<file path="src/hw/ced_pkg.sv">
// shared types and constants of the can error detection block
package ced_pkg;

	// frame field in which the current bit lies, one-hot
	typedef enum logic [9:0] {
		CED_FLD_IDLE = 10'b00_0000_0001,
		CED_FLD_SOF = 10'b00_0000_0010,
		CED_FLD_ARB = 10'b00_0000_0100,
		CED_FLD_CTRL = 10'b00_0000_1000,
		CED_FLD_DATA = 10'b00_0001_0000,
		CED_FLD_CRC = 10'b00_0010_0000,
		CED_FLD_CRC_DELIM = 10'b00_0100_0000,
		CED_FLD_ACK_SLOT = 10'b00_1000_0000,
		CED_FLD_ACK_DELIM = 10'b01_0000_0000,
		CED_FLD_EOF = 10'b10_0000_0000
	} ced_field_t;

	// sticky error classes
	typedef struct packed {
		logic bit_err;
		logic stuff_err;
		logic form_err;
		logic crc_err;
		logic ack_err;
	} ced_err_t;

	// one bit offered by the frame builder
	typedef struct packed {
		ced_field_t field;
		logic tx_active;
		logic tx_bit;
	} ced_bit_req_t;

	// bus levels: dominant is low
	localparam logic CED_DOMINANT = 1'b0;
	localparam logic CED_RECESSIVE = 1'b1;

	// bit stuffing run length
	localparam logic [2:0] CED_STUFF_RUN = 3'h5;

	// crc-15 generator and register width
	localparam int CED_CRC_W = 15;
	localparam logic [14:0] CED_CRC_POLY = 15'h4599;
	localparam logic [14:0] CED_CRC_INIT = 15'h0000;

	localparam ced_err_t CED_ERR_NONE = '0;

endpackage

</file>
<file path="src/hw/ced_error_detect.sv">
// can bit stuffing, crc and bus error detection for one controller
`timescale 1ns/100ps

// Behaviour
// - in stuffed fields, after five equal sent bits, send one opposite bit
// - flag stuff error on a sixth equal bit inside a stuffed field
// - if enabled, flag and interrupt when sampled bit differs from sent
// - compute crc over outgoing frame and send it in the crc field
// - recompute crc on received frame; flag crc error on mismatch
// - a node that received a frame correctly drives dominant in ack slot
// - transmitter flags acknowledge error when ack slot stays recessive
// - flag form error on a dominant bit in a fixed recessive field
module ced_error_detect (
	input wire logic mclk_i,
	input wire logic rst_b_i,
	input wire logic bit_start_i,
	input wire logic bit_sample_i,
	input wire ced_pkg::ced_bit_req_t bit_req_i,
	input wire logic bit_err_en_i,
	input wire ced_pkg::ced_err_t err_clr_i,
	input wire logic can_rx_i,
	output logic can_tx_o,
	output logic bit_done_o,
	output logic rx_bit_o,
	output ced_pkg::ced_err_t err_flags_o,
	output logic bit_err_irq_o
);

	// reset release through two flip-flops
	logic rst_m;
	logic rst_b;
	always_ff @(posedge mclk_i or negedge rst_b_i) begin
		if (!rst_b_i) begin
			rst_m <= 1'b0;
			rst_b <= 1'b0;
		end else begin
			rst_m <= 1'b1;
			rst_b <= rst_m;
		end
	end

	// bus input: three flops, level taken once second and third agree
	logic rx_s1;
	logic rx_s2;
	logic rx_s3;
	logic rx_lvl;
	always_ff @(posedge mclk_i or negedge rst_b) begin
		if (!rst_b) begin
			rx_s1 <= ced_pkg::CED_RECESSIVE;
			rx_s2 <= ced_pkg::CED_RECESSIVE;
			rx_s3 <= ced_pkg::CED_RECESSIVE;
			rx_lvl <= ced_pkg::CED_RECESSIVE;
		end else begin
			rx_s1 <= can_rx_i;
			rx_s2 <= rx_s1;
			rx_s3 <= rx_s2;
			if (rx_s2 == rx_s3) begin
				rx_lvl <= rx_s3;
			end
		end
	end

	// crc-15 step for one bit
	function automatic logic [14:0] crc_step(input logic [14:0] crc,
			input logic din);
		logic fb;
		fb = din ^ crc[14];
		crc_step = {crc[13:0], 1'b0} ^ (fb ? ced_pkg::CED_CRC_POLY : 15'h0000);
	endfunction

	// run length after one more bit, saturating past the stuff length
	function automatic logic [2:0] run_step(input logic [2:0] cnt,
			input logic last, input logic din);
		if (cnt != 3'h0 && din == last) begin
			run_step = (cnt == 3'h7) ? cnt : cnt + 3'h1;
		end else begin
			run_step = 3'h1;
		end
	endfunction

	ced_pkg::ced_field_t fld;
	logic stuffed_fld;
	logic crc_fld;
	logic fixed_fld;
	assign fld = bit_req_i.field;
	// sof through crc sequence carry stuff bits
	assign stuffed_fld = (fld == ced_pkg::CED_FLD_SOF) ||
		(fld == ced_pkg::CED_FLD_ARB) || (fld == ced_pkg::CED_FLD_CTRL) ||
		(fld == ced_pkg::CED_FLD_DATA) || (fld == ced_pkg::CED_FLD_CRC);
	assign crc_fld = (fld == ced_pkg::CED_FLD_CRC);
	// fields whose every bit must be recessive
	assign fixed_fld = (fld == ced_pkg::CED_FLD_CRC_DELIM) ||
		(fld == ced_pkg::CED_FLD_ACK_DELIM) || (fld == ced_pkg::CED_FLD_EOF);

	logic [14:0] crc;
	logic [2:0] tx_run;
	logic tx_last;
	logic [2:0] rx_run;
	logic rx_last;
	logic crc_ok;
	logic tx_stuff;
	logic rx_stuff;
	logic next_tx;

	// bit to drive at bit start: stuff bit, crc bit, ack or frame bit
	always_comb begin
		tx_stuff = 1'b0;
		next_tx = ced_pkg::CED_RECESSIVE;
		if (bit_req_i.tx_active && stuffed_fld &&
				tx_run == ced_pkg::CED_STUFF_RUN) begin
			tx_stuff = 1'b1;
			next_tx = ~tx_last;
		end else if (bit_req_i.tx_active && crc_fld) begin
			next_tx = crc[14];
		end else if (bit_req_i.tx_active && fixed_fld) begin
			// a builder slip must not put dominant into a delimiter
			next_tx = ced_pkg::CED_RECESSIVE;
		end else if (bit_req_i.tx_active) begin
			next_tx = bit_req_i.tx_bit;
		end else if (fld == ced_pkg::CED_FLD_ACK_SLOT && crc_ok) begin
			next_tx = ced_pkg::CED_DOMINANT;
		end
	end

	// bus driver, changed only at the start of a bit
	logic driving_stuff;
	always_ff @(posedge mclk_i or negedge rst_b) begin
		if (!rst_b) begin
			can_tx_o <= ced_pkg::CED_RECESSIVE;
			driving_stuff <= 1'b0;
		end else if (bit_start_i) begin
			can_tx_o <= next_tx;
			driving_stuff <= tx_stuff;
		end
	end

	// transmit run length over driven bits; idle restarts it
	always_ff @(posedge mclk_i or negedge rst_b) begin
		if (!rst_b) begin
			tx_run <= 3'h0;
			tx_last <= ced_pkg::CED_RECESSIVE;
		end else if (fld == ced_pkg::CED_FLD_IDLE || !stuffed_fld) begin
			tx_run <= 3'h0;
		end else if (bit_start_i && bit_req_i.tx_active) begin
			tx_run <= run_step(tx_run, tx_last, next_tx);
			tx_last <= next_tx;
		end
	end

	// receive side: after five equal bits the next one is a stuff bit
	assign rx_stuff = stuffed_fld && rx_run == ced_pkg::CED_STUFF_RUN;

	always_ff @(posedge mclk_i or negedge rst_b) begin
		if (!rst_b) begin
			rx_run <= 3'h0;
			rx_last <= ced_pkg::CED_RECESSIVE;
		end else if (fld == ced_pkg::CED_FLD_IDLE || !stuffed_fld) begin
			rx_run <= 3'h0;
		end else if (bit_sample_i) begin
			rx_run <= run_step(rx_run, rx_last, rx_lvl);
			rx_last <= rx_lvl;
		end
	end

	// destuffed bit handed back to the frame builder
	always_ff @(posedge mclk_i or negedge rst_b) begin
		if (!rst_b) begin
			bit_done_o <= 1'b0;
			rx_bit_o <= ced_pkg::CED_RECESSIVE;
		end else begin
			bit_done_o <= bit_sample_i && !rx_stuff;
			if (bit_sample_i) begin
				rx_bit_o <= rx_lvl;
			end
		end
	end

	// running crc over sof..data, then over the received crc sequence;
	// a clean frame leaves zero, so one register serves both ends
	always_ff @(posedge mclk_i or negedge rst_b) begin
		if (!rst_b) begin
			crc <= ced_pkg::CED_CRC_INIT;
		end else if (fld == ced_pkg::CED_FLD_IDLE) begin
			crc <= ced_pkg::CED_CRC_INIT;
		end else if (bit_sample_i && stuffed_fld && !rx_stuff) begin
			crc <= crc_step(crc, rx_lvl);
		end
	end

	// frame check result, held for the ack slot
	always_ff @(posedge mclk_i or negedge rst_b) begin
		if (!rst_b) begin
			crc_ok <= 1'b0;
		end else if (fld == ced_pkg::CED_FLD_IDLE) begin
			crc_ok <= 1'b0;
		end else if (bit_sample_i && fld == ced_pkg::CED_FLD_CRC_DELIM) begin
			crc_ok <= (crc == ced_pkg::CED_CRC_INIT) && !err_flags_o.stuff_err;
		end
	end

	// error events at the sample point
	ced_pkg::ced_err_t err_set;
	always_comb begin
		err_set = ced_pkg::CED_ERR_NONE;
		if (bit_sample_i) begin
			// losing arbitration and the ack slot are not bit errors
			err_set.bit_err = bit_err_en_i && bit_req_i.tx_active &&
				rx_lvl != can_tx_o && fld != ced_pkg::CED_FLD_ACK_SLOT &&
				!(fld == ced_pkg::CED_FLD_ARB && !driving_stuff &&
				can_tx_o == ced_pkg::CED_RECESSIVE);
			err_set.stuff_err = rx_stuff && rx_lvl == rx_last;
			err_set.form_err = fixed_fld &&
				rx_lvl == ced_pkg::CED_DOMINANT;
			err_set.crc_err = fld == ced_pkg::CED_FLD_CRC_DELIM &&
				crc != ced_pkg::CED_CRC_INIT;
			err_set.ack_err = bit_req_i.tx_active &&
				fld == ced_pkg::CED_FLD_ACK_SLOT &&
				rx_lvl == ced_pkg::CED_RECESSIVE;
		end
	end

	// sticky flags; a new event wins over a clear in the same cycle
	always_ff @(posedge mclk_i or negedge rst_b) begin
		if (!rst_b) begin
			err_flags_o <= ced_pkg::CED_ERR_NONE;
		end else begin
			err_flags_o <= err_set | (err_flags_o & ~err_clr_i);
		end
	end

	// interrupt request follows the sticky bit error flag
	assign bit_err_irq_o = err_flags_o.bit_err;

endmodule // ced_error_detect

</file>
<file path="config.mk">
export PLATFORM = sky130hd
export DESIGN_NAME = ced_error_detect
export DESIGN_NICKNAME = d
export VERILOG_FILES = /design/src/hw/ced_pkg.sv /design/src/hw/ced_error_detect.sv
export SDC_FILE = /design/constraint.sdc
export NUM_CORES = 1
export LEC_CHECK = 0
export ABC_AREA = 0
export BUFFER_PORTS_ARGS = -buffer_cell sky130_fd_sc_hd__buf_2
export CAP_MARGIN = 10
export CORE_MARGIN = 2
export CORE_UTILIZATION = 55
export DETAILED_ROUTE_END_ITERATION = 8
export MAX_ROUTING_LAYER = met4
export PLACE_DENSITY = 0.78
export SETUP_SLACK_MARGIN = 0.5
export SLEW_MARGIN = 20
export SYNTH_ARGS = -nofsm -noshare
export SYNTH_HDL_FRONTEND = slang
export SYNTH_SLANG_ARGS = --single-unit
</file>
<file path="constraint.sdc">
create_clock -name mclk_i -period 1.55 [get_ports mclk_i]
set_clock_uncertainty 0.15 [all_clocks]
set_input_delay 0.3875 -clock mclk_i [delete_from_list [all_inputs] [get_ports mclk_i]]
set_output_delay 0.3875 -clock mclk_i [all_outputs]
set_load 0.03 [all_outputs]
</file>
== Yosys cells after proc, flatten, opt, wreduce, memory -nomap -nowiden ==
Cells that the tools add are included.
Word-level totals
  register bits after elaboration: 39
  bits in latches: 0
  bits in writable memories: 0
  ROM bits: 0
  bits of input ports: 23
  output and inout bits: 9
  word-level logic and storage cells: 121
  memories: 0
Operators by class
  $add $sub $neg: 2
  $mul: 0
  div/mod/pow operators: 0
  order comparisons: 0
  equal/unequal tests: 21
  shift operators: 0
  multiplexer cells: 20
  bitwise logic cells: 8
  reductions and logical operators: 49
Operator list (count)
  2-to-1 mux 15 bit: 3
  logical AND 1 bit: 25
  2-to-1 mux 3 bit: 8
  zero test 15 bit: 1
  nonzero test 15 bit: 1
  bitwise XOR 15 bit: 1
  == test 3 bit (second input constant): 4
  == test 10 x 1 -> 1 bit (second input constant): 1
  == test 10 bit (second input constant): 1
  == test 10 x 2 -> 1 bit (second input constant): 1
  == test 10 x 3 -> 1 bit (second input constant): 1
  == test 10 x 4 -> 1 bit (second input constant): 1
  == test 10 x 5 -> 1 bit (second input constant): 1
  == test 10 x 6 -> 1 bit (second input constant): 1
  == test 10 x 7 -> 1 bit (second input constant): 1
  == test 10 x 8 -> 1 bit (second input constant): 1
  == test 10 x 9 -> 1 bit (second input constant): 1
  inequality test 10 x 8 -> 1 bit (second input constant): 1
  2-to-1 mux 1 bit: 8
  AND reduction 2 bit: 4
  nonzero test 2 bit: 4
  logical OR 1 bit: 7
  adder 3 x 1 -> 3 bit (second input constant): 2
  inequality test 3 bit (second input constant): 2
  10 further kinds: 19

== Longest topological paths before layout ==
  depth in word-level cells: 13
  depth in mapped cells: 7
  mapped depth without buffers: 7

== Worst setup path after synthesis ==
No wires, ideal clock.
  kind: input-to-reg
  start point: input bit_req_i[8] in the netlist's numbering
  end point: register tx_run[1]
  setup time: 0.122 ns
  arrival: 2.154 ns
  required time: 1.278 ns
  setup slack: -0.876 ns
  stages: 6
  buffers on the path: 0
  cell sequence: or4_4 -> or4_4 -> o32a_4 -> nand4_1 -> nand2_1 -> a32o_1
On the way
  longest elaborated chain between the ends: 13
  elaborated cells on any way between the ends: 36
  classes of those cells: eq/ne: 12; mux: 8; reduce/logical: 16
RTL lines
  start: declaration: line ced_error_detect.sv:18  | input wire ced_pkg::ced_bit_req_t bit_req_i,
  parallel branches: the longest is 13 deep, another holds == test 10 x 8 -> 1 bit
  end signal: assignment: line ced_error_detect.sv:145  | tx_run <= run_step(tx_run, tx_last, next_tx);
  end: declaration: line ced_error_detect.sv:96  | logic [2:0] tx_run;
Several ways; the timed one is not identified. The select of a mux whose other input is x is not followed.
A chain may end at the register's enable or synchronous reset.

== Worst setup path after layout ==
  start point: input bit_req_i[6] in the netlist's numbering
  end point: register tx_run[2]
Same word-level chain as after synthesis.

==> impl_metrics.env <==
export IMPL_status="complete, but fails checks"
export IMPL_violations="negative setup slack"
export IMPL_grt_start_max_net_pins=23
export IMPL_setup_viol=32
export IMPL_fin_crit_sh=1.58
export IMPL_area_delta_synth_final_pct=57.7
export IMPL_synth_edf_count=0
export IMPL_clk_pin_slew_ns=0.09
export IMPL_hpwl_um=3650
export IMPL_dieArea_sq_um=4320
export IMPL_syn_inst=214
export IMPL_hold_viol_final=0
export IMPL_layout_min_cycle_time_ns=2.45
export IMPL_n_antenna_cell=0
export IMPL_drc_errors=0
export IMPL_maxSlewViolCount=0
export IMPL_min_path_type="reg2async"
export IMPL_first_iter_violations=308
export IMPL_crit_required_ns=1.64
export IMPL_reg2reg_depth=8
export IMPL_via_count=2317
export IMPL_final_nets=334
export IMPL_p_leak_nw=1.50
export IMPL_fmax_mhz=408
export IMPL_drv_cap=0
export IMPL_clock_path_buffers=2
export IMPL_netlist_area_sq_um=2090
export IMPL_port_buffers=31
export IMPL_routed_wl_um=8080
export IMPL_numCtsBuffers=5
export IMPL_clock_latency_ns=0.31
export IMPL_ys_seq_area_frac=0.471
export IMPL_crit_fanout=4
export IMPL_antenna_found_initial=0
export IMPL_routedWlPerCell_um=22.9
export IMPL_gp_congestion=0.881
export IMPL_grt_pass1_wl_um=10500
export IMPL_synth_cell_types=49
export IMPL_avgSynthCellArea_sq_um=9.79
export IMPL_ant_nets=0
export IMPL_die_height_um=65.7
export IMPL_power_density_nw_per_um2=737
export IMPL_synth_nets=245
export IMPL_setup_slack_ns=-0.902
export IMPL_grt_pass1_vias=2125
export IMPL_holdWs_ns=0.0273
export IMPL_io_pins=32
export IMPL_cts_tree="built"
export IMPL_drt_pre_antenna_iters=5
export IMPL_core_sq_um=3660
export IMPL_drive_gt1_frac=0.543
export IMPL_overflow=0
export IMPL_track_usage=0.330
export IMPL_synth_seq_cells=39
export IMPL_placementRows=22
export IMPL_initial_core_util=0.572
export IMPL_tns_ns=-12.80
export IMPL_synth_flop_cell="dfrtp_1"
export IMPL_clockRootBuffer="clkbuf_8"
export IMPL_chipWidth_um=65.7
export IMPL_cts_sinks=39
export IMPL_crit_path_end_kind="flip-flop"
export IMPL_htreeDepth=2
export IMPL_vias_per_cell=6.58
export IMPL_arrival_ns=2.54
export IMPL_synthArstFlopShare=1.00
export IMPL_peakVddDrop_mv=0.744
export IMPL_critical_path_class="in2reg"
export IMPL_rsz0062_at_grt="true"
export IMPL_crit_path_start_kind="primary input"
export IMPL_yosys_warnings=0
## routing by layer
| layer | part of all wire | GRT usage |
|---|---|---|
| met1 | 0.35 | 0.430 |
| met5 | 0 | - |
| met3 | 0.099 | 0.0668 |
| met2 | 0.48 | 0.519 |
| met4 | 0.076 | 0.112 |
## synth_stat cells (2+ instances only)
library cell	n	share of area
and2_1	2	0.0060
a22oi_1	2	0.0072
a211oi_1	2	0.0072
o211ai_1	5	0.018
nor4_1	4	0.012
nand2b_1	2	0.0060
xor2_1	3	0.013
nand3_1	17	0.041
inv_1	17	0.030
nor4b_1	2	0.0084
a31oi_1	3	0.0090
nand2_1	25	0.045
nor3b_1	3	0.011
or4_4	2	0.011
o31ai_1	2	0.0072
dfrtp_1	31	0.37
nor3_1	2	0.0048
ha_1	8	0.048
clkbuf_1	6	0.011
and4_1	2	0.0084
o21ai_0	10	0.024
nand4_1	5	0.015
xnor2_1	7	0.029
a21oi_1	3	0.0072
mux2i_1	2	0.0096
o22ai_1	5	0.015
nor2_1	10	0.018
mux2_2	2	0.011
a32o_1	2	0.0096
dfstp_2	8	0.10
o21a_1	2	0.0072
## cells in the final DEF (no fill, tap or decap), types with 2 or more instances in the layout
| cell | Yosys | final |
|---|---|---|
| o22ai_1 | 5 | 2 |
| buf_6 | 0 | 34 |
| dfrtp_1 | 31 | 29 |
| xor2_1 | 3 | 2 |
| nor4_1 | 4 | 4 |
| and4_1 | 2 | 2 |
| mux2i_1 | 2 | 2 |
| nand2_2 | 0 | 6 |
| o22ai_2 | 0 | 3 |
| nand2b_1 | 2 | 2 |
| dfrtp_2 | 0 | 2 |
| nand2_1 | 25 | 18 |
| o21ai_2 | 0 | 2 |
| o21ai_1 | 1 | 6 |
| nor2_4 | 0 | 2 |
| buf_2 | 0 | 17 |
| a21oi_1 | 3 | 2 |
| or4_4 | 2 | 3 |
| clkbuf_8 | 0 | 5 |
| nand4_1 | 5 | 5 |
| o211ai_1 | 5 | 5 |
| a211oi_2 | 0 | 2 |
| nor3_1 | 2 | 2 |
| nor3b_1 | 3 | 2 |
| mux2_4 | 0 | 2 |
| nor2_1 | 10 | 8 |
| a31oi_2 | 0 | 2 |
| buf_4 | 1 | 35 |
| nand3_2 | 0 | 14 |
| a32o_1 | 2 | 2 |
| inv_1 | 17 | 17 |
| and2_1 | 2 | 2 |
| nand3_1 | 17 | 2 |
| o21ai_0 | 10 | 2 |
| xnor2_1 | 7 | 6 |
| o31ai_1 | 2 | 2 |
| dfstp_2 | 8 | 8 |
| ha_1 | 8 | 7 |
## flip-flops by register name, indices dropped and copies added (netlist names), 3 cells and up
signal	cells
tx_run	3
crc	15
err_flags_o	4
rx_run	3
## area by class of cell
cell class                      instances  area [sq um]
Clock buffer                            5          68.8
Inverter                               17          63.8
Sequential cell                        39           988
Clock inverter                          3          43.8
Timing Repair Buffer                   89           776
Multi-Input combinational cell        151          1300
Tap cell                               48          60.1
Fill cell                             130           358
## worst paths after layout
kind	startpoint	slack [ns]	endpoint
min in group mclk_i	can_rx_i	0.03	rx_s1
min	rst_b	0.03	crc[0]
max in group asynchronous	rst_b	0.69	tx_last
min reg2reg	rst_b	0.03	crc[0]
max	bit_req_i[6]	-0.90	tx_run[2]
max reg2reg	tx_run[1]	-0.53	tx_run[2]
## report_power, final
part | switching [mW] | internal [mW] | total (mW)
clock network | 0.390 | 0.479 | 0.870
logic | 0.228 | 0.219 | 0.447
registers | 0.0492 | 1.07 | 1.12
## what timing repair did
item	4_1_cts	5_1_grt
hold buffers	1	0
cloned	3	0
hold endpoints to repair	2	0
gates resized for setup	82	23
buffers inserted	9	11
endpoints found under the setup margin	43	43
pin swaps	24	12
## through the flow
| stage | std cells | worst slack [ns] | util | power, mW | cell area, sq um |
|---|---|---|---|---|---|
| 2_1_floorplan | 214 | -0.876 | - | 1.30 | 2160 |
| 3_3_place_gp | 320 | -1.04 | 0.707 | 1.42 | 2590 |
| 3_5_place_dp | 320 | -1.09 | 0.707 | 1.43 | 2590 |
| 4_1_cts | 341 | -0.740 | 0.851 | 2.34 | 3120 |
| 5_1_grt | 352 | -0.961 | 0.902 | 2.48 | 3300 |
| 6_report | 352 | -0.902 | 0.902 | 2.43 | 3300 |
## critical path, cell delays in order
cell	delay, ns
buf_2	0.14
or4b_4	0.48
or4_4	0.55
o32ai_2	0.39
o211ai_1	0.22
a31oi_2	0.22
a32o_1	0.16
## cell families (layout without fill, tap and decap cells)
| group | after synthesis | count (layout) | synth area share |
|---|---|---|---|
| compound gates | 42 | 42 | 0.147 |
| simple gates | 85 | 85 | 0.221 |
| other cells | 1 | 1 | 0.00179 |
| mux | 4 | 4 | 0.0203 |
| xor+xnor | 10 | 10 | 0.0418 |
| fa+ha+maj | 9 | 9 | 0.0526 |
| flops | 39 | 39 | 0.471 |
| buf+inv | 24 | 114 | 0.0448 |
(Power assumes the default switching activity.)
